`src/hw/ppm_pkg.sv`:
```
// constants, types and register layout of the parallel port pin multiplexer
package ppm_pkg;

  // ***************************************************************
  // register map and field layout
  // ***************************************************************
  localparam logic [31:0] ROUTE_SEL_ADDR = 32'h0000_1c00;
  localparam int RESERVED_BIT = 15;
  localparam int ROUTE_MSB    = 14;
  localparam int ROUTE_LSB    = 12;
  localparam int AUX_MSB      = 11;
  localparam int LANE0_MSB    = 7;
  localparam int LANE1_LSB    = 8;
  localparam int REG_W        = 16;
  localparam int BUS_W        = 32;
  localparam logic        RESERVED_VAL = 1'b0;
  localparam logic [2:0]  ROUTE_RESET  = 3'h0;
  localparam logic [11:0] AUX_RESET    = 12'h000;
  localparam logic [31:0] RDATA_RESET  = 32'h0000_0000;

  // ***************************************************************
  // route codes of the mode field
  // ***************************************************************
  localparam logic [2:0] MODE_LCD16          = 3'h0;
  localparam logic [2:0] MODE_SPI_GPIO_UART  = 3'h1;
  localparam logic [2:0] MODE_LCD8_GPIO      = 3'h2;
  localparam logic [2:0] MODE_LCD8_SPI_ASP3  = 3'h3;
  localparam logic [2:0] MODE_LCD8_ASP2_UART = 3'h4;
  localparam logic [2:0] MODE_LCD8_SPI_UART  = 3'h5;
  localparam logic [2:0] MODE_SPI_ASP_GPIO   = 3'h6;

  // ***************************************************************
  // peripheral widths and their slots in the flat source vector
  // ***************************************************************
  localparam int NUM_PINS   = 21;
  localparam int LCD_W      = 21;
  localparam int LCD_DATA8  = 8;
  localparam int LCD_CTRL_W = 5;
  localparam int SPI_W      = 7;
  localparam int SPI_NARROW = 4;
  localparam int UART_W     = 4;
  localparam int ASP_W      = 4;
  localparam int GPIO_W     = 8;
  localparam int GPIO_SIX   = 6;
  localparam int LCD_BASE   = 0;
  localparam int SPI_BASE   = 21;
  localparam int UART_BASE  = 28;
  localparam int ASP2_BASE  = 32;
  localparam int ASP3_BASE  = 36;
  localparam int GPIO_BASE  = 40;
  localparam int NUM_SRC    = 48;

  // ***************************************************************
  // first pin of each group inside the route layouts
  // ***************************************************************
  localparam int LCD_CTRL_PIN = 16;
  localparam int BLK_A_PIN    = 8;
  localparam int BLK_B_PIN    = 12;
  localparam int M1_GPIO_PIN  = 7;
  localparam int M1_UART_PIN  = 13;
  localparam int M1_ASP2_PIN  = 17;
  localparam int M6_ASP2_PIN  = 7;
  localparam int M6_ASP3_PIN  = 11;
  localparam int M6_GPIO_PIN  = 15;

  // ***************************************************************
  // types
  // ***************************************************************
  typedef logic [2:0] ppm_mode_t;
  typedef logic [5:0] ppm_src_idx_t;
  typedef logic [NUM_PINS-1:0][5:0] ppm_idx_vec_t;

  typedef struct packed {
    logic [11:0] aux;
    ppm_mode_t   route;
    logic        ack;
    logic [31:0] rdata;
  } ppm_state_t;

endpackage

```
`src/hw/ppm_route_table.sv`:
```
// route table: source slot chosen for each port pin in each mode
`timescale 1ns/1ps
module ppm_route_table (
  // route select
  input  wire ppm_pkg::ppm_mode_t            mode_i,
  // per-pin selection
  output logic [ppm_pkg::NUM_PINS-1:0]       pin_valid_o,
  output ppm_pkg::ppm_idx_vec_t              pin_idx_o
);
  import ppm_pkg::*;

  // one group of n consecutive pins from lo fed by sources from base
  function automatic logic [6:0] ppm_pick(input int p, input int lo,
                                          input int n, input int base);
    logic [6:0] r;
    r = 7'h00;
    if (p >= lo && p < lo + n) begin
      r = {1'b1, 6'(base + p - lo)};
    end
    return r;
  endfunction

  // eight-bit pixel layout: data low, control signals at the top pins
  function automatic logic [6:0] ppm_lcd8(input int p);
    logic [6:0] r;
    r = ppm_pick(p, 0, LCD_DATA8, LCD_BASE)
      | ppm_pick(p, LCD_CTRL_PIN, LCD_CTRL_W, LCD_BASE + LCD_CTRL_PIN);
    return r;
  endfunction

  // ***************************************************************
  // per-pin decode
  // ***************************************************************
  for (genvar p = 0; p < NUM_PINS; p++) begin : g_pin
    logic [6:0] entry;

    // pick the source for this pin from the mode
    always_comb begin
      case (mode_i)
        MODE_LCD16: begin
          entry = ppm_pick(p, 0, LCD_W, LCD_BASE);
        end
        MODE_SPI_GPIO_UART: begin
          entry = ppm_pick(p, 0, SPI_W, SPI_BASE)
                | ppm_pick(p, M1_GPIO_PIN, GPIO_SIX, GPIO_BASE)
                | ppm_pick(p, M1_UART_PIN, UART_W, UART_BASE)
                | ppm_pick(p, M1_ASP2_PIN, ASP_W, ASP2_BASE);
        end
        MODE_LCD8_GPIO: begin
          entry = ppm_lcd8(p)
                | ppm_pick(p, BLK_A_PIN, GPIO_W, GPIO_BASE);
        end
        MODE_LCD8_SPI_ASP3: begin
          entry = ppm_lcd8(p)
                | ppm_pick(p, BLK_A_PIN, SPI_NARROW, SPI_BASE)
                | ppm_pick(p, BLK_B_PIN, ASP_W, ASP3_BASE);
        end
        MODE_LCD8_ASP2_UART: begin
          entry = ppm_lcd8(p)
                | ppm_pick(p, BLK_A_PIN, ASP_W, ASP2_BASE)
                | ppm_pick(p, BLK_B_PIN, UART_W, UART_BASE);
        end
        MODE_LCD8_SPI_UART: begin
          entry = ppm_lcd8(p)
                | ppm_pick(p, BLK_A_PIN, SPI_NARROW, SPI_BASE)
                | ppm_pick(p, BLK_B_PIN, UART_W, UART_BASE);
        end
        MODE_SPI_ASP_GPIO: begin
          entry = ppm_pick(p, 0, SPI_W, SPI_BASE)
                | ppm_pick(p, M6_ASP2_PIN, ASP_W, ASP2_BASE)
                | ppm_pick(p, M6_ASP3_PIN, ASP_W, ASP3_BASE)
                | ppm_pick(p, M6_GPIO_PIN, GPIO_SIX, GPIO_BASE);
        end
        default: begin
          entry = 7'h00; // unlisted code leaves every pin undriven
        end
      endcase
    end

    assign pin_valid_o[p] = entry[6];
    assign pin_idx_o[p]   = entry[5:0];
  end

endmodule

```
`src/hw/ppm_pin_mux.sv`:
```
// parallel port pin multiplexer with its wishbone route select register
`timescale 1ns/1ps
module ppm_pin_mux (
  // clock and reset
  input  wire  logic                         clk_i,
  input  wire  logic                         rst_i,
  // wishbone slave
  input  wire  logic                         wb_cyc_i,
  input  wire  logic                         wb_stb_i,
  input  wire  logic                         wb_we_i,
  input  wire  logic [31:0]                  wb_adr_i,
  input  wire  logic [3:0]                   wb_sel_i,
  input  wire  logic [31:0]                  wb_dat_i,
  output logic       [31:0]                  wb_dat_o,
  output logic                               wb_ack_o,
  // current route code
  output ppm_pkg::ppm_mode_t                 route_mode_o,
  // lcd bridge
  input  wire  logic [ppm_pkg::LCD_W-1:0]    lcd_out_i,
  input  wire  logic [ppm_pkg::LCD_W-1:0]    lcd_oe_i,
  output logic       [ppm_pkg::LCD_W-1:0]    lcd_in_o,
  // spi
  input  wire  logic [ppm_pkg::SPI_W-1:0]    spi_out_i,
  input  wire  logic [ppm_pkg::SPI_W-1:0]    spi_oe_i,
  output logic       [ppm_pkg::SPI_W-1:0]    spi_in_o,
  // uart
  input  wire  logic [ppm_pkg::UART_W-1:0]   uart_out_i,
  input  wire  logic [ppm_pkg::UART_W-1:0]   uart_oe_i,
  output logic       [ppm_pkg::UART_W-1:0]   uart_in_o,
  // audio serial port two
  input  wire  logic [ppm_pkg::ASP_W-1:0]    asp2_out_i,
  input  wire  logic [ppm_pkg::ASP_W-1:0]    asp2_oe_i,
  output logic       [ppm_pkg::ASP_W-1:0]    asp2_in_o,
  // audio serial port three
  input  wire  logic [ppm_pkg::ASP_W-1:0]    asp3_out_i,
  input  wire  logic [ppm_pkg::ASP_W-1:0]    asp3_oe_i,
  output logic       [ppm_pkg::ASP_W-1:0]    asp3_in_o,
  // general purpose pins
  input  wire  logic [ppm_pkg::GPIO_W-1:0]   gpio_out_i,
  input  wire  logic [ppm_pkg::GPIO_W-1:0]   gpio_oe_i,
  output logic       [ppm_pkg::GPIO_W-1:0]   gpio_in_o,
  // parallel port pins
  input  wire  logic [ppm_pkg::NUM_PINS-1:0] pin_in_i,
  output logic       [ppm_pkg::NUM_PINS-1:0] pin_out_o,
  output logic       [ppm_pkg::NUM_PINS-1:0] pin_oe_o
);
  import ppm_pkg::*;

  // ***************************************************************
  // declarations
  // ***************************************************************
  ppm_state_t                 state_q;
  ppm_state_t                 state_d;
  logic                       req;
  logic                       hit;
  logic                       commit;
  logic [REG_W-1:0]           reg_view;
  logic [REG_W-1:0]           wr_merged;
  logic [NUM_SRC-1:0]         src_out;
  logic [NUM_SRC-1:0]         src_oe;
  logic [NUM_SRC-1:0]         src_in;
  logic [NUM_PINS-1:0]        pin_valid;
  ppm_idx_vec_t               pin_idx;

  // ***************************************************************
  // bus decode helpers
  // ***************************************************************

  // true when the word address is the route select register
  function automatic logic ppm_addr_hit(input logic [31:0] adr);
    return adr == ROUTE_SEL_ADDR;
  endfunction

  // replace the bytes of old picked by the lane enables
  function automatic logic [REG_W-1:0] ppm_lane_merge(
      input logic [REG_W-1:0] old_v,
      input logic [REG_W-1:0] new_v,
      input logic [1:0]       sel);
    logic [REG_W-1:0] r;
    r = old_v;
    if (sel[0]) begin
      r[LANE0_MSB:0] = new_v[LANE0_MSB:0];
    end
    if (sel[1]) begin
      r[REG_W-1:LANE1_LSB] = new_v[REG_W-1:LANE1_LSB];
    end
    return r;
  endfunction

  // ***************************************************************
  // bus request qualification
  // ***************************************************************

  // a live request and whether it targets the register
  assign req = wb_cyc_i & wb_stb_i;
  assign hit = ppm_addr_hit(wb_adr_i);

  // a write lands on the edge at which ack is seen high
  assign commit = req & wb_we_i & state_q.ack & hit;

  // register as software sees it, top bit fixed
  assign reg_view = {RESERVED_VAL, state_q.route, state_q.aux};

  // write data merged by byte lanes
  assign wr_merged = ppm_lane_merge(reg_view, wb_dat_i[REG_W-1:0],
                                    wb_sel_i[1:0]);

  // ***************************************************************
  // next state
  // ***************************************************************

  // acknowledge, read capture and register update
  always_comb begin
    state_d = state_q;
    // one ack per request, dropped in the cycle after it was given
    state_d.ack = req & ~state_q.ack;
    // read data is captured with the ack, zero for unmapped words
    if (req & ~state_q.ack) begin
      if (hit) begin
        state_d.rdata = {{(BUS_W - REG_W){1'b0}}, reg_view};
      end else begin
        state_d.rdata = RDATA_RESET;
      end
    end
    // the reserved bit is not stored, so its write is dropped
    if (commit) begin
      state_d.aux   = wr_merged[AUX_MSB:0];
      state_d.route = wr_merged[ROUTE_MSB:ROUTE_LSB];
    end
    if (rst_i) begin
      state_d.aux   = AUX_RESET;
      state_d.route = ROUTE_RESET;
      state_d.ack   = 1'b0;
      state_d.rdata = RDATA_RESET;
    end
  end

  // ***************************************************************
  // state register
  // ***************************************************************

  // whole state in one flop bank, reset folded into next state
  always_ff @(posedge clk_i) begin
    state_q <= state_d; // new route reaches the pins after this edge
  end

  // ***************************************************************
  // bus outputs
  // ***************************************************************

  // read data and ack straight from flops
  assign wb_dat_o     = state_q.rdata;
  assign wb_ack_o     = state_q.ack;
  assign route_mode_o = state_q.route;

  // ***************************************************************
  // route table
  // ***************************************************************

  // per-pin source slot for the stored route code
  ppm_route_table u_route_table (
    .mode_i      (state_q.route),
    .pin_valid_o (pin_valid),
    .pin_idx_o   (pin_idx)
  );

  // ***************************************************************
  // flat source vectors
  // ***************************************************************

  // peripheral drive values gathered into one vector
  assign src_out = {gpio_out_i, asp3_out_i, asp2_out_i,
                    uart_out_i, spi_out_i, lcd_out_i};

  // peripheral enables gathered the same way
  assign src_oe = {gpio_oe_i, asp3_oe_i, asp2_oe_i,
                   uart_oe_i, spi_oe_i, lcd_oe_i};

  // ***************************************************************
  // pin side: outgoing values and enables
  // ***************************************************************

  // each pin follows its routed source, unrouted pins stay off
  for (genvar p = 0; p < NUM_PINS; p++) begin : g_pin_out
    always_comb begin
      if (pin_valid[p]) begin
        pin_out_o[p] = src_out[pin_idx[p]];
        pin_oe_o[p]  = src_oe[pin_idx[p]];
      end else begin
        pin_out_o[p] = 1'b0; // no driver, no conflict
        pin_oe_o[p]  = 1'b0;
      end
    end
  end

  // ***************************************************************
  // peripheral side: incoming pin levels
  // ***************************************************************

  // each source slot hears the pin routed to it, else zero
  for (genvar j = 0; j < NUM_SRC; j++) begin : g_src_in
    always_comb begin
      src_in[j] = 1'b0;
      for (int p = 0; p < NUM_PINS; p++) begin
        if (pin_valid[p] && pin_idx[p] == ppm_src_idx_t'(j)) begin
          src_in[j] = src_in[j] | pin_in_i[p];
        end
      end
    end
  end

  // ***************************************************************
  // peripheral input split
  // ***************************************************************

  // slices of the flat input vector back to each peripheral
  assign lcd_in_o  = src_in[LCD_BASE  +: LCD_W];
  assign spi_in_o  = src_in[SPI_BASE  +: SPI_W];
  assign uart_in_o = src_in[UART_BASE +: UART_W];
  assign asp2_in_o = src_in[ASP2_BASE +: ASP_W];
  assign asp3_in_o = src_in[ASP3_BASE +: ASP_W];
  assign gpio_in_o = src_in[GPIO_BASE +: GPIO_W];

  // peripherals see no glitch protection while the route changes;
  // they are expected to be clock gated and reset around it

endmodule

```
`config.mk`:
```
export PLATFORM = sky130hd
export DESIGN_NAME = ppm_pin_mux
export DESIGN_NICKNAME = d
export VERILOG_FILES = /design/src/hw/ppm_pkg.sv /design/src/hw/ppm_route_table.sv /design/src/hw/ppm_pin_mux.sv
export SDC_FILE = /design/constraint.sdc
export NUM_CORES = 1
export LEC_CHECK = 0
export BUFFER_PORTS_ARGS = -buffer_cell sky130_fd_sc_hd__buf_2
export CORE_MARGIN = 2
export CORE_UTILIZATION = 25
export CTS_CLUSTER_SIZE = 12
export DETAILED_ROUTE_END_ITERATION = 10
export MAX_ROUTING_LAYER = met4
export PLACE_DENSITY = 0.54
export SLEW_MARGIN = 20
export SYNTH_ARGS = -nofsm -noshare
export SYNTH_HDL_FRONTEND = slang
export SYNTH_SLANG_ARGS = --single-unit
```
`constraint.sdc`:
```
create_clock -name clk_i -period 1.47 [get_ports clk_i]
set_input_delay 0.147 -clock clk_i [delete_from_list [all_inputs] [get_ports clk_i]]
set_output_delay 0.147 -clock clk_i [all_outputs]
set_load 0.01 [all_outputs]
```
==> results of run 1 <==
[layout make-up]
| class | count | area, µm² | share of cell area (%) |
|---|---|---|---|
| multi-input cells | 458 | 3390 | 47.4 |
| repair buffers | 385 | 2720 | 38.1 |
| flip-flops and latches | 31 | 632 | 8.83 |
| well taps | 188 | 235 | 3.29 |
| clock buffers | 5 | 125 | 1.75 |
| inverters | 3 | 22.5 | 0.315 |
| clock inverters | 3 | 15.0 | 0.210 |
| diodes | 3 | 7.51 | 0.105 |
[path summary, 6_finish.rpt]
kind	start	to	slack, ns	depth (start not counted)
max	route_mode_o[0]	pin_out_o[1]	-0.44	8
min	wb_dat_i[14]	route_mode_o[2]	0.12	3
max reg2reg	wb_ack_o	reg_view[1]	0.19	4
min reg2reg	wb_dat_o[1]	wb_dat_o[1]	0.45	2
[metal layers]
metal	routed length (µm)	share of wire (%)	GRT usage, %
met1	7620	42	26.8
met2	8800	48	34.8
met3	1600	8.7	4.10
met4	301	1.6	4.14
met5	0	0	-
[cell usage in the layout, fill, tap and decap left out, drive strengths merged, types with 3 or more instances in the layout]
cell       n
a21boi     6
nand2b    34
a2bb2oi    4
a221oi    34
and3       3
clkbuf    10
a22oi     12
diode      3
o221ai     4
o21ai     17
conb      17
buf      380
nand2     98
dfxtp     31
nor2b      7
mux2i     30
a21oi     49
a31oi     24
nand4     17
o22ai      7
nor4       6
and2      21
nor2      36
mux2       8
clkinv     3
mux4       4
[logic make-up after synthesis]
kind of cell	share of synthesized area, %
and+or+nand+nor	30.7
AOI/OAI and AO/OA	28.6
buffers and inverters	11.4
muxes	12.6
DFF	16.3
adders and majority gates	0.262
other	0.0983
[power breakdown]
part	internal [mW]	switching [mW]	leakage [nW]	total [mW]
registers	0.837	0.000917	0.252	0.838
clock network	0.616	0.366	0.0734	0.983
logic	0.406	0.415	3.05	0.820
total	1.86	0.782	3.38	2.64
[metrics by stage]
step / setup WS, ns / hold WS (ns) / cells / setup TNS [ns]
floorplan: -0.00807 / 0.299 / 566 / -0.00807
global placement: -0.223 / 0.405 / 1034 / -11.99
detailed placement: -0.253 / 0.407 / 1034 / -13.80
CTS: -0.464 / 0.113 / 1056 / -27.13
global route: -0.521 / 0.129 / 1075 / -34.64
finish: -0.444 / 0.118 / 1076 / -28.62
[tightest hold or removal path, stage by stage]
cell	delay, ns
buf_2	0.10
nand2b_1	0.05
mux2i_1	0.05
[state kept, by name, summed over array words and instances, names as in the netlist]
| signal | count |
|---|---|
| wb_dat_o | 15 |
| route_mode_o | 3 |
| wb_ack_o | 1 |
| reg_view | 12 |
[repair_timing]
action | CTS | global route
buffers inserted | 13 | 16
setup endpoints to repair | 90 | 90
pin swaps | 14 | 80
gates cloned | 1 | 5
gates resized for setup | 105 | 124
==> results.toml, run 1 <==
[grt]
gr-total-overflow = 0
grt_pass1_vias = 5224
antenna_found_initial = 2
grt_max_degree = 26
grt_usage_pct = 21.0
grt_pass1_wl_um = 27200

[place]
dpl.hpwl_um = 13900
port_buffers = 279
place_area_um2 = 5770
gp_congestion = 0.895

[logic_synthesis]
synthTopCellsByArea = "dfxtp_1 16%, nand2_1 9.6%, mux2i_1 7.9%"
synth_edf_count = 0
seq_area_frac_synth_pct = 16.3
syn_inst = 550
syn_area_um2 = 3810
syn_area_per_cell_um2 = 6.93
yosysTopAreaCell = "dfxtp_1"
dominantRegCellSynth = "dfxtp_1"
ys_warn_count = 0
yosysTopAreaCellShare_pct = 16.3
synth_cell_types = 45
synth_commonest_cells = "98 x nand2_1, 49 x a21oi_1, 34 x a221oi_1, 34 x nand2b_1, 34 x nor2_1"
synth.most_common_cell = "nand2_1"
ys_async_sr_fraction_pct = 0
synth-seq-cells = 31

[power_and_ir_drop]
ir_drop_mv = 0.534
power_mw = 2.64
p_leak_nw = 3.38
power_per_cell_area_nw_per_um2 = 369

[setup_path]
max_stage_delay_ns = 0.38
worst-path-max-fanout = 6
start_kind = "flop"
critical_path.top_delay_family = "buffers and inverters"
crit_path_cell_trace = "buf_8 -> buf_6 -> nor2_4 -> buf_4 -> buf_8 -> a221oi_1 -> a31oi_1 -> buf_2"
path_buf_inv = 5
worstSetupPathType = "flop to primary output"
arrival_ns = 1.77
crit_top_cell = "buf_8"
end_kind = "primary output"
slowest_stage = "dfxtp_4"
required_ns = 1.32

[sta]
finalMaxSlewViolations = 0
finalCritPeriodShare_pct = 130
min_period_ns = 1.91
finalSetupViolations = 90
hold_viol = 0
fin_skew_ns = 0.00213
fmax_mhz = 522
fin_ws_ns = -0.444
rsz0062_at_grt = "true"

[clocking]
cts_max_level = 2
clk_latency_ns = 0.27
hold_buffers = 0
tritoncts = "built"
cts_root_buf = "clkbuf_16"
clkTransAtPathRegs_ns = 0.05
cts_num_sinks = 31
cts.path.max_buffers = 2
cts_buffers = 5

[die]
dieArea_um2 = 16300
floorplan.initialDensity_pct = 25.4
io_pins = 316
die_y_um = 128
die_width_um = 128
fp.coreArea_um2 = 15000
std_cell_rows = 45

[status]
violations = "setup timing"
status = "complete, but fails checks"

[detailed_routing]
vias = 5509
first_pass_iters = 5
drc = 0
wl_um = 18300
drtAntennaViolNets = 0
viasPerCell = 5.12
drtIter0Drc = 276
avgRoutedWirePerCell_um = 17.0

[flow_run]
maxCapViolCount = 0

[layout]
syn_to_final_growth_pct = 87.6
final_nets = 1074
fin_util_pct = 47.6
fill_cells = 1554
drive_gt1_share_pct = 59.8
fin_area_um2 = 7150

[min_path]
hold_path.class = "primary input to flop"
Power figures use the tool's default switching activity.
==> run 2: changes to the inputs <==
PLACE_DENSITY = 0.52   (was 0.54)
SLEW_MARGIN = 25   (was 20)
clock period = 2 ns   (was 1.47 ns; I/O delays follow)
==> results.toml, run 2 (synthesis gave the netlist of run 1 again) <==
[sta]
finalMaxSlewViolations = 0
tightest_slew_ns = 0.638
finalSetupViolations = 8
min_period_ns = 2.02
fin_skew_ns = 0.00142
max-slew-margin-rel_pct = 57.4
finalCritPeriodShare_pct = 101
fmax_mhz = 494
fin_ws_ns = -0.0236
hold_viol = 0
rsz0062_at_grt = "true"

[die]
die_width_um = 128
dieArea_um2 = 16300
std_cell_rows = 45
fp.coreArea_um2 = 15000
io_pins = 316
die_y_um = 128
floorplan.initialDensity_pct = 25.4

[setup_path]
critPathCapture = "pin_out_o[10]"
end_kind = "primary output"
crit_path_cell_trace = "buf_12 -> clkinvlp_4 -> buf_12 -> maj3_1 -> o21a_1 -> buf_2"
slowest_stage = "dfxtp_4"
ff2ff_path_depth = 4
required_ns = 1.80
worstSetupPathType = "flop to primary output"
r2r_setup_slack_ns = 0.74
crit_start = "route_mode_o[1]"
arrival_ns = 1.82
r2r_end = "reg_view[2]"
rr_startpoint = "wb_ack_o"
crit_top_cell = "buf_12"
worst-path-max-fanout = 32
start_kind = "flop"
max_stage_delay_ns = 0.40

[power_and_ir_drop]
power_per_cell_area_nw_per_um2 = 315
ir_drop_mv = 0.456
p_leak_nw = 2.82
power_mw = 1.87

[detailed_routing]
top_signal_layer_used = "met4"
wl_um = 17700
first_pass_iters = 7
met3_length_um = 1370
drc = 0
avgRoutedWirePerCell_um = 17.3
wl_met1_um = 7700
drtIter0Drc = 290
vias = 5211
drtAntennaViolNets = 0
wl_met2_um = 8460
viasPerCell = 5.11

[layout]
fin_area_um2 = 5940
largest_reg_flops = 15
drive_gt1_share_pct = 44.9
layout_common_cells = "279 x buf_2, 97 x nand2_1, 49 x a21oi_1"
final_nets = 1019
syn_to_final_growth_pct = 55.8
layout_commonest_cell = "buf_2"

[grt]
grt_usage_pct = 20.8
gr-total-overflow = 0
antenna_found_initial = 1
grt_pass1_vias = 4867
grt_max_degree = 47
grt_pass1_wl_um = 26500

[place]
port_buffers = 279
dpl.hpwl_um = 13200
place_area_um2 = 5400
gp_congestion = 0.839

[clocking]
clk_latency_ns = 0.27
cts.path.max_buffers = 2
clkTransAtPathRegs_ns = 0.05
tritoncts = "built"
hold_buffers = 0
cts_buffers = 5
cts_root_buf = "clkbuf_16"
cts_max_level = 2
cts_num_sinks = 31

[status]
violations = "setup timing"
status = "complete, but fails checks"

[min_path]
hold_path.class = "primary input to flop"

[flow_run]
maxCapViolCount = 0
## run 2: layout make-up
cell class	instances	area, µm²
Tap cell	188	235
Clock buffer	6	139
Clock inverter	1	5.00
Fill cell	1671	9090
Sequential cell	31	629
Antenna cell	2	5.00
Multi-Input combinational cell	458	2890
Timing Repair Buffer	330	2020
Inverter	3	15.0
## run 2: timing repair
| action | 4_1_cts | 5_1_grt |
|---|---|---|
| gates cloned | 3 | 3 |
| setup endpoints to repair | 62 | 74 |
| setup buffers | 11 | 1 |
| resized for setup | 15 | 24 |
| pin swaps | 5 | 14 |
## run 2: report_power, final
part | total (mW) | internal [mW] | switching [mW] | leakage [nW]
logic | 0.519 | 0.250 | 0.269 | 2.49
registers | 0.617 | 0.617 | 0.000666 | 0.252
clock network | 0.738 | 0.485 | 0.254 | 0.0727
total | 1.87 | 1.35 | 0.523 | 2.82
## run 2: worst max-delay path, delay by kind of cell, from the launching register on
family / cells / cell delay (ns)
buf+inv: 4 / 0.61
compound gates: 1 / 0.18
flops: 1 / 0.40
fa+ha+maj: 1 / 0.34
## run 2: how the worst min path moves through the flow
stage,startpoint,endpoint,depth (start not counted)
after CTS,wb_dat_i[14],route_mode_o[2],3
after detailed placement,wb_dat_o[2],wb_dat_o[2],2
after global routing,wb_dat_i[14],route_mode_o[2],3
after global placement,wb_dat_o[8],wb_dat_o[8],2
final,wb_dat_i[14],route_mode_o[2],3
after floorplan,wb_dat_i[0],reg_view[0],2
## run 2: layer usage
layer  vias to the layer above  track usage (%)
met5                         -                -
met4                         0             3.10
met3                        14             3.48
met2                       239             34.7
met1                      2419             27.0
li1                       2539                -
## run 2: stage by stage
stage / instances / TNS [ns] / hold WS [ns] / utilization (%) / worst slack (ns)
3_3_place_gp: 992 / 0 / 0.437 / 35.9 / 0.153
6_report: 1019 / -0.0727 / 0.174 / 39.5 / -0.0236
3_5_place_dp: 992 / 0 / 0.441 / 35.9 / 0.134
4_1_cts: 1013 / -0.536 / 0.171 / 38.4 / -0.0390
2_1_floorplan: 566 / 0 / 0.352 / - / 0.434
5_1_grt: 1018 / -3.71 / 0.198 / 39.5 / -0.106
